==> config.mk <==
export PLATFORM = sky130hd
export DESIGN_NAME = dram_rank_cke_powerdown
export DESIGN_NICKNAME = d
export VERILOG_FILES = /design/src/pkg/dram_pd_pkg.sv /design/src/verilog/dram_pd_regs.sv /design/src/verilog/dram_rank_cke_powerdown.sv
export VERILOG_INCLUDE_DIRS = /design/src /design/src/pkg
export SDC_FILE = /design/constraint.sdc
export NUM_CORES = 1
export LEC_CHECK = 0
export BUFFER_PORTS_ARGS = -buffer_cell sky130_fd_sc_hd__clkbuf_2
export CORE_UTILIZATION = 30
export CTS_BUF_LIST = sky130_fd_sc_hd__clkbuf_8
export CTS_CLUSTER_SIZE = 25
export DETAILED_ROUTE_END_ITERATION = 16
export PLACE_DENSITY = 0.55
export SLEW_MARGIN = 25
export SYNTH_ARGS = -nofsm -noshare
export SYNTH_HDL_FRONTEND = slang
export SYNTH_SLANG_ARGS = --single-unit
==> constraint.sdc <==
create_clock -name clk_i -period 3.5 [get_ports clk_i]
set_input_delay 0.7 -clock clk_i [delete_from_list [all_inputs] [get_ports clk_i]]
set_output_delay 0.7 -clock clk_i [all_outputs]
set_load 0.1 [all_outputs]
==> src/pkg/dram_pd_cfg.svh <==
// Offsets, field positions, reset values and timing counts of the rank power-down block
`ifndef DRAM_PD_CFG_SVH
`define DRAM_PD_CFG_SVH
`define PDC_RANKS            4
`define PDC_IDLE_W           12
`define PDC_EXIT_W           8
`define PDC_TYPE_MSB         15
`define PDC_TYPE_LSB         12
`define PDC_IDLE_MSB         11
`define PDC_IDLE_LSB         0
`define PDC_TYPE_NONE        4'h0
`define PDC_TYPE_ACTIVE      4'h2
`define PDC_TYPE_PRECHARGED_DLL_OFF_SLEEP 4'h6
`define PDC_CONFIG_RESET     16'h0000
`define PDC_PRESENT_RESET    4'hf
`define PDC_ADR_CONFIG       8'h00
`define PDC_ADR_CONTROL      8'h04
`define PDC_ADR_PRESENT      8'h08
`define PDC_ADR_STATUS       8'h0c
`define PDC_CTL_CKE_EN       0
`define PDC_CTL_TRI_EN       1
`define PDC_CTL_LOCK         2
`define PDC_TXP_CYCLES       4
`define PDC_TXPDLL_CYCLES    20
`endif

==> src/pkg/dram_pd_pkg.sv <==
// Types shared by the rank power-down block and its register slave
`include "dram_pd_cfg.svh"
package dram_pd_pkg;
  typedef enum logic [2:0] {RANK_OFF, RANK_AWAKE, RANK_CLOSING, RANK_ASLEEP, RANK_EXIT}
    rank_state_t;

  typedef struct packed {
    rank_state_t               state;
    logic [`PDC_IDLE_W-1:0]    idle;
    logic [`PDC_EXIT_W-1:0]    exit_cnt;
    logic                      woke_txn;
    logic                      dll_off;
    logic                      cke;
    logic                      precharge_req;
    logic                      cmd_ready;
    logic                      data_ready;
  } rank_t;

  typedef struct packed {
    rank_t [`PDC_RANKS-1:0]    ranks;
    logic                      refresh_pending;
    logic                      refresh_ready;
    logic [`PDC_RANKS-1:0]     drive_oe;
    logic [`PDC_RANKS-1:0]     deep_sleep;
  } pd_state_t;

  typedef struct packed {
    logic [15:0]               config_word;
    logic                      cke_en;
    logic                      tri_en;
    logic                      lock;
    logic [`PDC_RANKS-1:0]     present;
    logic                      ack;
    logic [31:0]               rdata;
  } regs_t;
endpackage

==> src/verilog/dram_pd_regs.sv <==
// Classic Wishbone register slave of the rank power-down block
`include "dram_pd_cfg.svh"
module dram_pd_regs
  import dram_pd_pkg::*;
(
  // Clock and reset
  input  wire logic                  clk_i,
  input  wire logic                  rst_i,
  // Wishbone slave
  input  wire logic                  wb_cyc_i,
  input  wire logic                  wb_stb_i,
  input  wire logic                  wb_we_i,
  input  wire logic [7:0]            wb_adr_i,
  input  wire logic [3:0]            wb_sel_i,
  input  wire logic [31:0]           wb_dat_i,
  output logic      [31:0]           wb_dat_o,
  output logic                       wb_ack_o,
  // Register contents and block state
  input  wire logic [31:0]           status_i,
  output logic      [15:0]           config_o,
  output logic                       cke_en_o,
  output logic                       tri_en_o,
  output logic      [`PDC_RANKS-1:0] present_o
);
  regs_t r;
  regs_t next_r;

  always_comb
  begin
    next_r = r;
    next_r.ack = 1'b0;
    if (wb_cyc_i && wb_stb_i && !r.ack)
    begin
      next_r.ack = 1'b1;
      case ({wb_adr_i[7:2], 2'b00})
        `PDC_ADR_CONFIG:  next_r.rdata = {16'h0000, r.config_word};
        `PDC_ADR_CONTROL: next_r.rdata = {29'h0, r.lock, r.tri_en, r.cke_en};
        `PDC_ADR_PRESENT: next_r.rdata = {28'h0, r.present};
        `PDC_ADR_STATUS:  next_r.rdata = status_i;
        default:          next_r.rdata = 32'h0000_0000;
      endcase
    end
    // Writes land at the edge at which the master samples ack high
    if (wb_cyc_i && wb_stb_i && wb_we_i && r.ack)
    begin
      case ({wb_adr_i[7:2], 2'b00})
        `PDC_ADR_CONFIG:
        begin
          if (!r.lock)
          begin
            if (wb_sel_i[0]) next_r.config_word[7:0] = wb_dat_i[7:0];
            if (wb_sel_i[1]) next_r.config_word[15:8] = wb_dat_i[15:8];
          end
        end
        `PDC_ADR_CONTROL:
        begin
          if (wb_sel_i[0])
          begin
            next_r.cke_en = wb_dat_i[`PDC_CTL_CKE_EN];
            next_r.tri_en = wb_dat_i[`PDC_CTL_TRI_EN];
            next_r.lock   = r.lock | wb_dat_i[`PDC_CTL_LOCK];
          end
        end
        `PDC_ADR_PRESENT:
        begin
          if (wb_sel_i[0]) next_r.present = wb_dat_i[`PDC_RANKS-1:0];
        end
        default:
        begin
        end
      endcase
    end
  end

  always_ff @(posedge clk_i)
  begin
    if (rst_i)
    begin
      r             <= '0;
      r.config_word <= `PDC_CONFIG_RESET;
      r.present     <= `PDC_PRESENT_RESET;
    end
    else
      r <= next_r;
  end

  assign wb_dat_o  = r.rdata;
  assign wb_ack_o  = r.ack;
  assign config_o  = r.config_word;
  assign cke_en_o  = r.cke_en;
  assign tri_en_o  = r.tri_en;
  assign present_o = r.present;
endmodule // dram_pd_regs

==> src/verilog/dram_rank_cke_powerdown.sv <==
// Per-rank clock-enable power-down control with output tri-state for empty ranks
//
// Implementation choices: the address map and the Wishbone slave port.
`include "dram_pd_cfg.svh"
// Operation
// - Tri-state memory outputs toward connectors that hold no memory devices.
// - An unpopulated rank gets neither chip select nor clock enable driven.
// - After reset all ranks count as populated; tri-state only once software enables.
// - Four independent clock-enable outputs carry the power-save operations.
// - Power-down type comes from config bits 15:12.
// - Idle threshold sits in config bits 11:0, counted in memory clocks.
// - No-power-down type never drops clock enable for idle saving.
// - Active power-down drops clock enable with pages open; exit waits tXP.
// - DLL-off power-down: DLL off, tXP before commands, tXPDLL before data.
// - Every rank has its own idle counter and clock-enable decision.
// - Idle counter restarts at each arrival and counts while the rank idles.
// - At threshold with nothing queued the rank may enter the selected power-down.
// - Config stays writable at run time until the lock is set.
// - Clock enables stay low through reset until software enables them.
// - Wake all ranks before refresh; let them sleep again after it.
// - Close all open pages before precharge power-down drops clock enable.
module dram_rank_cke_powerdown
  import dram_pd_pkg::*;
#(
  parameter int unsigned TXP_CYCLES    = `PDC_TXP_CYCLES,
  parameter int unsigned TXPDLL_CYCLES = `PDC_TXPDLL_CYCLES
)
(
  // Clock and reset
  input  wire logic                  clk_i,
  input  wire logic                  rst_i,
  // Wishbone slave
  input  wire logic                  wb_cyc_i,
  input  wire logic                  wb_stb_i,
  input  wire logic                  wb_we_i,
  input  wire logic [7:0]            wb_adr_i,
  input  wire logic [3:0]            wb_sel_i,
  input  wire logic [31:0]           wb_dat_i,
  output logic      [31:0]           wb_dat_o,
  output logic                       wb_ack_o,
  // Scheduler side, one bit per rank
  input  wire logic [`PDC_RANKS-1:0] txn_arrive_i,
  input  wire logic [`PDC_RANKS-1:0] txn_queued_i,
  input  wire logic [`PDC_RANKS-1:0] pages_open_i,
  output logic      [`PDC_RANKS-1:0] precharge_req_o,
  output logic      [`PDC_RANKS-1:0] cmd_ready_o,
  output logic      [`PDC_RANKS-1:0] data_ready_o,
  output logic      [`PDC_RANKS-1:0] dll_off_o,
  // Refresh handshake
  input  wire logic                  refresh_req_i,
  input  wire logic                  refresh_done_i,
  output logic                       refresh_ready_o,
  // Memory pins, one bit per rank
  output logic      [`PDC_RANKS-1:0] cke_o,
  output logic      [`PDC_RANKS-1:0] cke_oe_o,
  output logic      [`PDC_RANKS-1:0] cs_oe_o
);
  localparam logic [`PDC_EXIT_W-1:0] TXP_CNT    = `PDC_EXIT_W'(TXP_CYCLES);
  localparam logic [`PDC_EXIT_W-1:0] TXPDLL_CNT = `PDC_EXIT_W'(TXPDLL_CYCLES);

  pd_state_t                 s;
  pd_state_t                 next_s;
  logic [15:0]               config_word;
  logic                      cke_en;
  logic                      tri_en;
  logic [`PDC_RANKS-1:0]     present;
  logic [3:0]                pd_type;
  logic [`PDC_IDLE_W-1:0]    idle_threshold;
  logic [31:0]               status_word;
  logic [`PDC_RANKS-1:0]     rank_cke;
  logic [`PDC_RANKS-1:0]     rank_asleep;
  logic [`PDC_RANKS-1:0]     rank_cmd_ready;

  assign pd_type        = config_word[`PDC_TYPE_MSB:`PDC_TYPE_LSB];
  assign idle_threshold = config_word[`PDC_IDLE_MSB:`PDC_IDLE_LSB];

  // Register slave
  dram_pd_regs dram_pd_regs_i
  (
    .clk_i     (clk_i),
    .rst_i     (rst_i),
    .wb_cyc_i  (wb_cyc_i),
    .wb_stb_i  (wb_stb_i),
    .wb_we_i   (wb_we_i),
    .wb_adr_i  (wb_adr_i),
    .wb_sel_i  (wb_sel_i),
    .wb_dat_i  (wb_dat_i),
    .wb_dat_o  (wb_dat_o),
    .wb_ack_o  (wb_ack_o),
    .status_i  (status_word),
    .config_o  (config_word),
    .cke_en_o  (cke_en),
    .tri_en_o  (tri_en),
    .present_o (present)
  );

  // Views of the rank states for the status word and the cke and command outputs
  always_comb
  begin
    for (int i = 0; i < `PDC_RANKS; i++)
    begin
      rank_cke[i]       = s.ranks[i].cke;
      rank_asleep[i]    = (s.ranks[i].state == RANK_ASLEEP);
      rank_cmd_ready[i] = s.ranks[i].cmd_ready;
    end
  end

  assign status_word = {19'h0, s.refresh_pending, rank_cmd_ready, rank_asleep, rank_cke};

  // One step of a single rank; every rank runs its own copy
  function automatic rank_t step_rank
  (
    input rank_t                  cur,
    input logic                   en,
    input logic [3:0]             ptype,
    input logic [`PDC_IDLE_W-1:0] thr,
    input logic                   arrive,
    input logic                   queued,
    input logic                   open_pages,
    input logic                   hold
  );
    rank_t                  n;
    logic                   expired;
    logic                   wake;
    logic                   sleeps;
    logic                   ppd;
    logic [`PDC_EXIT_W-1:0] cnt;
    n       = cur;
    expired = (cur.idle >= thr);
    wake    = arrive | queued | hold;
    ppd     = (ptype == `PDC_TYPE_PRECHARGED_DLL_OFF_SLEEP);
    sleeps  = ppd || (ptype == `PDC_TYPE_ACTIVE);
    cnt     = cur.exit_cnt + `PDC_EXIT_W'(1);
    if (arrive)
      n.idle = '0;
    else if (!expired)
      n.idle = cur.idle + `PDC_IDLE_W'(1);
    case (cur.state)
      RANK_OFF:
      begin
        n.cke        = 1'b0;
        n.cmd_ready  = 1'b0;
        n.data_ready = 1'b0;
        if (en)
        begin
          n.state    = RANK_EXIT;
          n.cke      = 1'b1;
          n.exit_cnt = '0;
          n.dll_off  = 1'b0;
          n.woke_txn = 1'b1;
        end
      end
      RANK_AWAKE:
      begin
        if (expired && !wake && sleeps)
        begin
          if (ppd && open_pages)
          begin
            n.state         = RANK_CLOSING;
            n.precharge_req = 1'b1;
          end
          else
          begin
            n.state      = RANK_ASLEEP;
            n.cke        = 1'b0;
            n.dll_off    = ppd;
            n.cmd_ready  = 1'b0;
            n.data_ready = 1'b0;
          end
        end
      end
      RANK_CLOSING:
      begin
        if (wake)
        begin
          n.state         = RANK_AWAKE;
          n.precharge_req = 1'b0;
        end
        else if (!open_pages)
        begin
          n.state         = RANK_ASLEEP;
          n.precharge_req = 1'b0;
          n.cke           = 1'b0;
          n.dll_off       = 1'b1;
          n.cmd_ready     = 1'b0;
          n.data_ready    = 1'b0;
        end
      end
      RANK_ASLEEP:
      begin
        if (wake)
        begin
          n.state    = RANK_EXIT;
          n.cke      = 1'b1;
          n.exit_cnt = '0;
          n.woke_txn = arrive | queued;
        end
      end
      RANK_EXIT:
      begin
        n.exit_cnt = cnt;
        if (arrive || queued)
          n.woke_txn = 1'b1;
        if (cnt >= TXP_CNT)
          n.cmd_ready = 1'b1;
        if (cnt >= (cur.dll_off ? TXPDLL_CNT : TXP_CNT))
        begin
          n.state      = RANK_AWAKE;
          n.cmd_ready  = 1'b1;
          n.data_ready = 1'b1;
          n.dll_off    = 1'b0;
          n.idle       = (cur.woke_txn || arrive || queued) ? '0 : thr;
        end
      end
      default:
      begin
        n = '0;
      end
    endcase
    if (!en)
      n = '0;
    return n;
  endfunction

  always_comb
  begin
    logic all_up;
    all_up = 1'b1;
    next_s = s;
    for (int i = 0; i < `PDC_RANKS; i++)
    begin
      next_s.ranks[i] = step_rank(s.ranks[i], cke_en, pd_type, idle_threshold,
                                  txn_arrive_i[i], txn_queued_i[i], pages_open_i[i],
                                  s.refresh_pending);
      if (s.ranks[i].state != RANK_AWAKE && s.ranks[i].state != RANK_OFF)
        all_up = 1'b0;
      next_s.drive_oe[i] = !(tri_en && !present[i]);
      next_s.deep_sleep[i] = next_s.ranks[i].dll_off
                             && (next_s.ranks[i].state == RANK_ASLEEP);
    end
    if (refresh_req_i)
      next_s.refresh_pending = 1'b1;
    else if (refresh_done_i)
      next_s.refresh_pending = 1'b0;
    next_s.refresh_ready = s.refresh_pending && all_up && !refresh_done_i;
  end

  always_ff @(posedge clk_i)
  begin
    if (rst_i)
    begin
      s          <= '0;
      s.drive_oe <= '1;
    end
    else
      s <= next_s;
  end

  // Pin and scheduler outputs straight from the state flops
  always_comb
  begin
    for (int i = 0; i < `PDC_RANKS; i++)
    begin
      precharge_req_o[i] = s.ranks[i].precharge_req;
      data_ready_o[i]    = s.ranks[i].data_ready;
      dll_off_o[i]       = s.deep_sleep[i];
    end
  end

  assign cmd_ready_o     = rank_cmd_ready;
  assign cke_o           = rank_cke;
  assign cke_oe_o        = s.drive_oe;
  assign cs_oe_o         = s.drive_oe;
  assign refresh_ready_o = s.refresh_ready;
endmodule // dram_rank_cke_powerdown
## After elaboration in Yosys (flattened, before gate mapping)

Index checks and enable logic that the tools add are counted.

- Register bits: 182
- Output and inout port bits: 62

- Add/subtract/negate cells: 8
- $lt $le $gt $ge: 12
- Equal/unequal tests: 69
- Muxes and demuxes: 136
- Bitwise gates (word level): 27
- Reduce and logical (&&, ||, !) cells: 108

Operator list:

| kind | number |
|---|---|
| $mux W12 | 12 |
| $pmux W9 S4 | 4 |
| $mux W29 | 4 |
| $pmux W12 S2 | 4 |
| $reduce_and A6 Y1 | 12 |
| $ne A2 B2 Y1 const B | 32 |
| $pmux W16 S4 | 1 |
| $mux W15 | 4 |
| $mux W5 | 12 |
| $pmux W3 S5 | 4 |
| $add A12 B1 Y12 const B | 4 |
| $ge A12 B12 Y1 | 4 |
| $mux W3 | 16 |
| $mux W2 | 20 |
| $eq A3 B2 Y1 const B | 12 |
| $mux W9 | 4 |
| $mux W1 | 34 |
| $mux W33 | 1 |
| $add A8 B1 Y8 const B | 4 |
| $ge A8 B3 Y1 const B | 4 |
| $ge A8 B5 Y1 | 4 |
| $pmux W2 S4 | 4 |
| $logic_and A1 B1 Y1 | 30 |
| $ne A3 B3 Y1 const B | 8 |
| other kinds (24) | 122 |

## Depth between registers and ports, before layout

- Depth after elaboration: 10
- Gate-level depth with buffers: 13
- Mapped depth without buffers: 10

## Hierarchy

From an unflattened synthesis, not the netlist that was laid out.

- Cells, all modules: 1419
- Area total of the unflattened synthesis: 11228.3 µm²

Modules (own cells, without submodules):

| module | times used | cells each | area an instance (µm²) | seq. area each (µm²) |
|---|---|---|---|---|
| dram_rank_cke_powerdown | 1 | 1074 | 8241.7 | 2522.4 |
| dram_pd_regs | 1 | 345 | 2986.6 | 1121.1 |

## Worst setup path after synthesis

OpenSTA, ideal clock, no wires.

- Path type: register -> register
- Start point: reg s[74] in the netlist's numbering
- End point: reg s[84] in the netlist's numbering
- Data arrival time: 2.710 ns
- Required time: 3.433 ns
- Setup slack: 0.723 ns
- Stages on the path, launching flop included: 13
- Cells stage by stage: dfxtp_1 ha_1 clkbuf_1 nand3_1 xnor2_1 ha_1 o31ai_1 a31oi_1 or4b_1 buf_6 nand2b_4 a211o_4 o21ai_2

- Cells in the longest elaborated chain, start to end: 4

RTL lines:

| element | RTL line | source |
|---|---|---|
| from (decl) | dram_rank_cke_powerdown.sv:61 | `pd_state_t s;` |
| from (signal assigned) | dram_rank_cke_powerdown.sv:256 | `s <= next_s;` |
| $add A8 B1 Y8 | dram_rank_cke_powerdown.sv:133 | `` cnt = cur.exit_cnt + `PDC_EXIT_W'(1); `` |
| $ge A8 B5 Y1 | dram_rank_cke_powerdown.sv:206 | `if (cnt >= (cur.dll_off ? TXPDLL_CNT : TXP_CNT))` |
| $mux W15 | dram_rank_cke_powerdown.sv:206 |  |
| $pmux W12 S2 | dram_rank_cke_powerdown.sv:138 | `case (cur.state)` |

No other way between the ends.
A chain may end at the register's enable or synchronous reset.

## Worst setup path in the final report

- Start point: reg, netlist name dram_pd_regs_i.config_o[2]
- End point: reg s[34] in the netlist's numbering

- Cells in the longest elaborated chain, start to end: 5

RTL lines:

| element | RTL line | source |
|---|---|---|
| $ge A12 B12 Y1 * | dram_rank_cke_powerdown.sv:129 | `expired = (cur.idle >= thr);` |
| $mux W12 * | dram_rank_cke_powerdown.sv:136 | `else if (!expired)` |
| $mux W12 * | dram_rank_cke_powerdown.sv:134 | `if (arrive)` |
| $mux W15 | dram_rank_cke_powerdown.sv:206 |  |
| $pmux W12 S2 * | dram_rank_cke_powerdown.sv:138 |  |

Mark *: on every way between the ends. The rest lies on a longest branch, timed or not.

==> results.toml <==
[clock_tree]
cts_tree = "built"
hold_buffers = 0
ctsResizeCount = 0
cts_setup_buffers = 0
cts_made_buffers = 17
htreeDepth = 4
clk_path_buf_depth = 2
clock_sinks = 166
cts_root_buffer = "clkbuf_8"
clk_pin_slew_worst_paths_ns = 0.12
clkLatencyLatePin_ns = 0.49

[grt]
antenna_found_initial = 0
grt_pass1_wl_mm = 47.9
grt_start_max_net_pins = 44
grt_usage = 0.170
first_global_vias = 8693
gr-total-overflow = 0

[power_and_ir_drop]
vdd_drop_max_v = 0.000168
power.density_nw_per_um2 = 310
p_leak_nw = 4.12

[synth]
synthFlopType = "dfxtp_1"
synth_area_leader_cell = "dfxtp_1"
post_synth_inst_count = 1313
yosys.area.top_type_share = 0.322
post_synth_num_cell_types = 78
synth.cell_area_sq_um = 10300
synth.area.top_cells = "dfxtp_1, ha_1, nor2_1"
synthArstFlopShare = 0
ys_seq_elements = 166
synth_warnings = 0
postSynthAreaPerCell_sq_um = 7.87
yosysSeqAreaShare = 0.322
synth_edf_count = 0

[floorplanning]
core_sq_um = 33700
die-area_sq_um = 35200
row_count = 67
io_pins = 125
die_w_um = 188
initial_core_util = 0.307
die_height_um = 188

[final_layout]
final_nets = 1465
drive_above_1_share = 0.141
regArea_sq_um = 3320
nFillCells = 3654
antennaDiodeCount = 0
syn2layout_area_growth_pct = 9.30
multi_input_area_sq_um = 6200

[sta]
max-slew-margin-rel = 0.452
finalHoldViolCount = 0
holdWs_ns = 0.452
fmax_mhz = 317
fin_crit_sh = 0.900
rsz0062_at_grt = "false"
skew_ns = 0.0255
worst_pin_slew_ns = 0.819
slew_viol_final = 0
setup_violations = 0
fin_crit_ns = 3.15
tns_ns = 0

[routing]
post_drt_wl_per_cell_um = 16.7
via_count = 9387
drt_pre_antenna_iters = 5
drcViolationCount = 0
drt_iter0_drc = 600
ant_nets = 0
vias_per_cell = 5.22
routed_wl_mm = 30.1

[run_status]
status = "finished clean"

[hold_path]
hold_path_class = "input port to register"

[place]
io_buffers = 88
routabilityCongestion = 0.895
dp_hpwl_mm = 22.1

[run]
max_cap_viol_count = 0

[setup_path]
crit_fanout = 7
arrival_ns = 3.51
crit_path_start_kind = "register"
path_class = "register to register"
crit_path_end_kind = "register"
required_ns = 3.86
where the power goes:
part	total (mW)	internal [mW]	switching, mW
clock network	1.41	0.535	0.871
logic	0.202	0.0373	0.165
registers	1.89	1.89	0.00298
critical path, stage by stage (launching register included):
cell	delay, ns
dfxtp_1	0.56
inv_1	0.24
ha_1	0.35
a211oi_1	0.24
o21ai_0	0.14
a211oi_1	0.33
o21ai_0	0.32
buf_4	0.27
nor4_1	0.34
xnor2_1	0.17
o21ai_1	0.07
cells in the final DEF, fill, tap and decap left out, types with 17 or more instances in the layout:
cell      synthesis  final
o21ai_0          68     68
nor2_1          163    163
nand2_1         133    133
inv_1            35     35
clkbuf_2          2     88
ha_1             63     63
xnor2_1          33     33
clkbuf_8          0     17
a31oi_1          22     22
mux2i_1          25     25
a21oi_1          88     88
xor2_1           22     22
nand4_1          25     25
nor3_1           43     43
buf_4            60     32
nand3_1          36     36
dfxtp_1         166    166
and3_1           20     20
final timing paths:
check / startpoint / end / slack [ns] / cells after the start
worst max-delay path: dram_pd_regs_i.config_o[2] / s[34] / 0.35 / 10
worst min register to register: dram_pd_regs_i.wb_dat_o[14] / dram_pd_regs_i.wb_dat_o[14] / 0.46 / 2
worst max register to register: dram_pd_regs_i.config_o[2] / s[34] / 0.35 / 10
worst min-delay path: wb_dat_i[9] / dram_pd_regs_i.config_o[9] / 0.45 / 3
metal layers:
metal,global-route usage,up-vias,routed length (um)
li1,-,4682,-
met1,0.230,4446,14000
met2,0.277,226,14100
met3,0.0238,33,1390
met4,0.0566,0,553
met5,0,-,0
Yosys cell counts, types with 12 or more instances:
master	number
mux2i_1	25
inv_1	35
a211oi_1	14
nor2_1	163
and3_1	20
clkbuf_1	51
nand4_1	25
nand3_1	36
nor4_1	12
o21ai_0	68
a31oi_1	22
o21ai_1	16
a22oi_1	16
ha_1	63
nor2b_1	15
xnor2_1	33
nand2_1	133
xor2_1	22
buf_4	60
dfxtp_1	166
nor3_1	43
a21oi_1	88
sequential cells by signal, indices dropped and copies added (netlist names):
| signal | flops |
|---|---|
| dram_pd_regs_i.wb_dat_o | 16 |
| dram_pd_regs_i.tri_en_o | 1 |
| precharge_req_o | 4 |
| cke_oe_o | 4 |
| refresh_ready_o | 1 |
| dram_pd_regs_i.wb_ack_o | 1 |
| cmd_ready_o | 4 |
| data_ready_o | 4 |
| s | 101 |
| dram_pd_regs_i.cke_en_o | 1 |
| dll_off_o | 4 |
| cke_o | 4 |
| dram_pd_regs_i.r | 1 |
| dram_pd_regs_i.config_o | 16 |
| dram_pd_regs_i.present_o | 4 |
area by class of cell:
type,count,area share
clock buffer,17,0.0207
sequential,166,0.294
multi-input combinational,999,0.549
timing repair buffer,120,0.0603
inverter,35,0.0116
clock inverter,15,0.0142
tap,448,0.0496
stage by stage:
step	util	instance area, sq um	std cells	power, mW	setup slack, ns
global placement	0.323	10900	1768	2.14	0.437
CTS	0.335	11300	1800	3.55	0.346
finish	0.335	11300	1800	3.50	0.350
detailed placement	0.323	10900	1768	2.14	0.441
global route	0.335	11300	1800	3.65	0.101
floorplan	-	10400	1328	2.10	0.723
logic make-up after synthesis:
group	synth area share
simple gates	0.242
compound gates	0.202
flops	0.322
buf+inv	0.0855
fa+ha+maj	0.0763
xor+xnor	0.0466
mux	0.0253
other cells	0.000363
(Power assumes the default switching activity.)
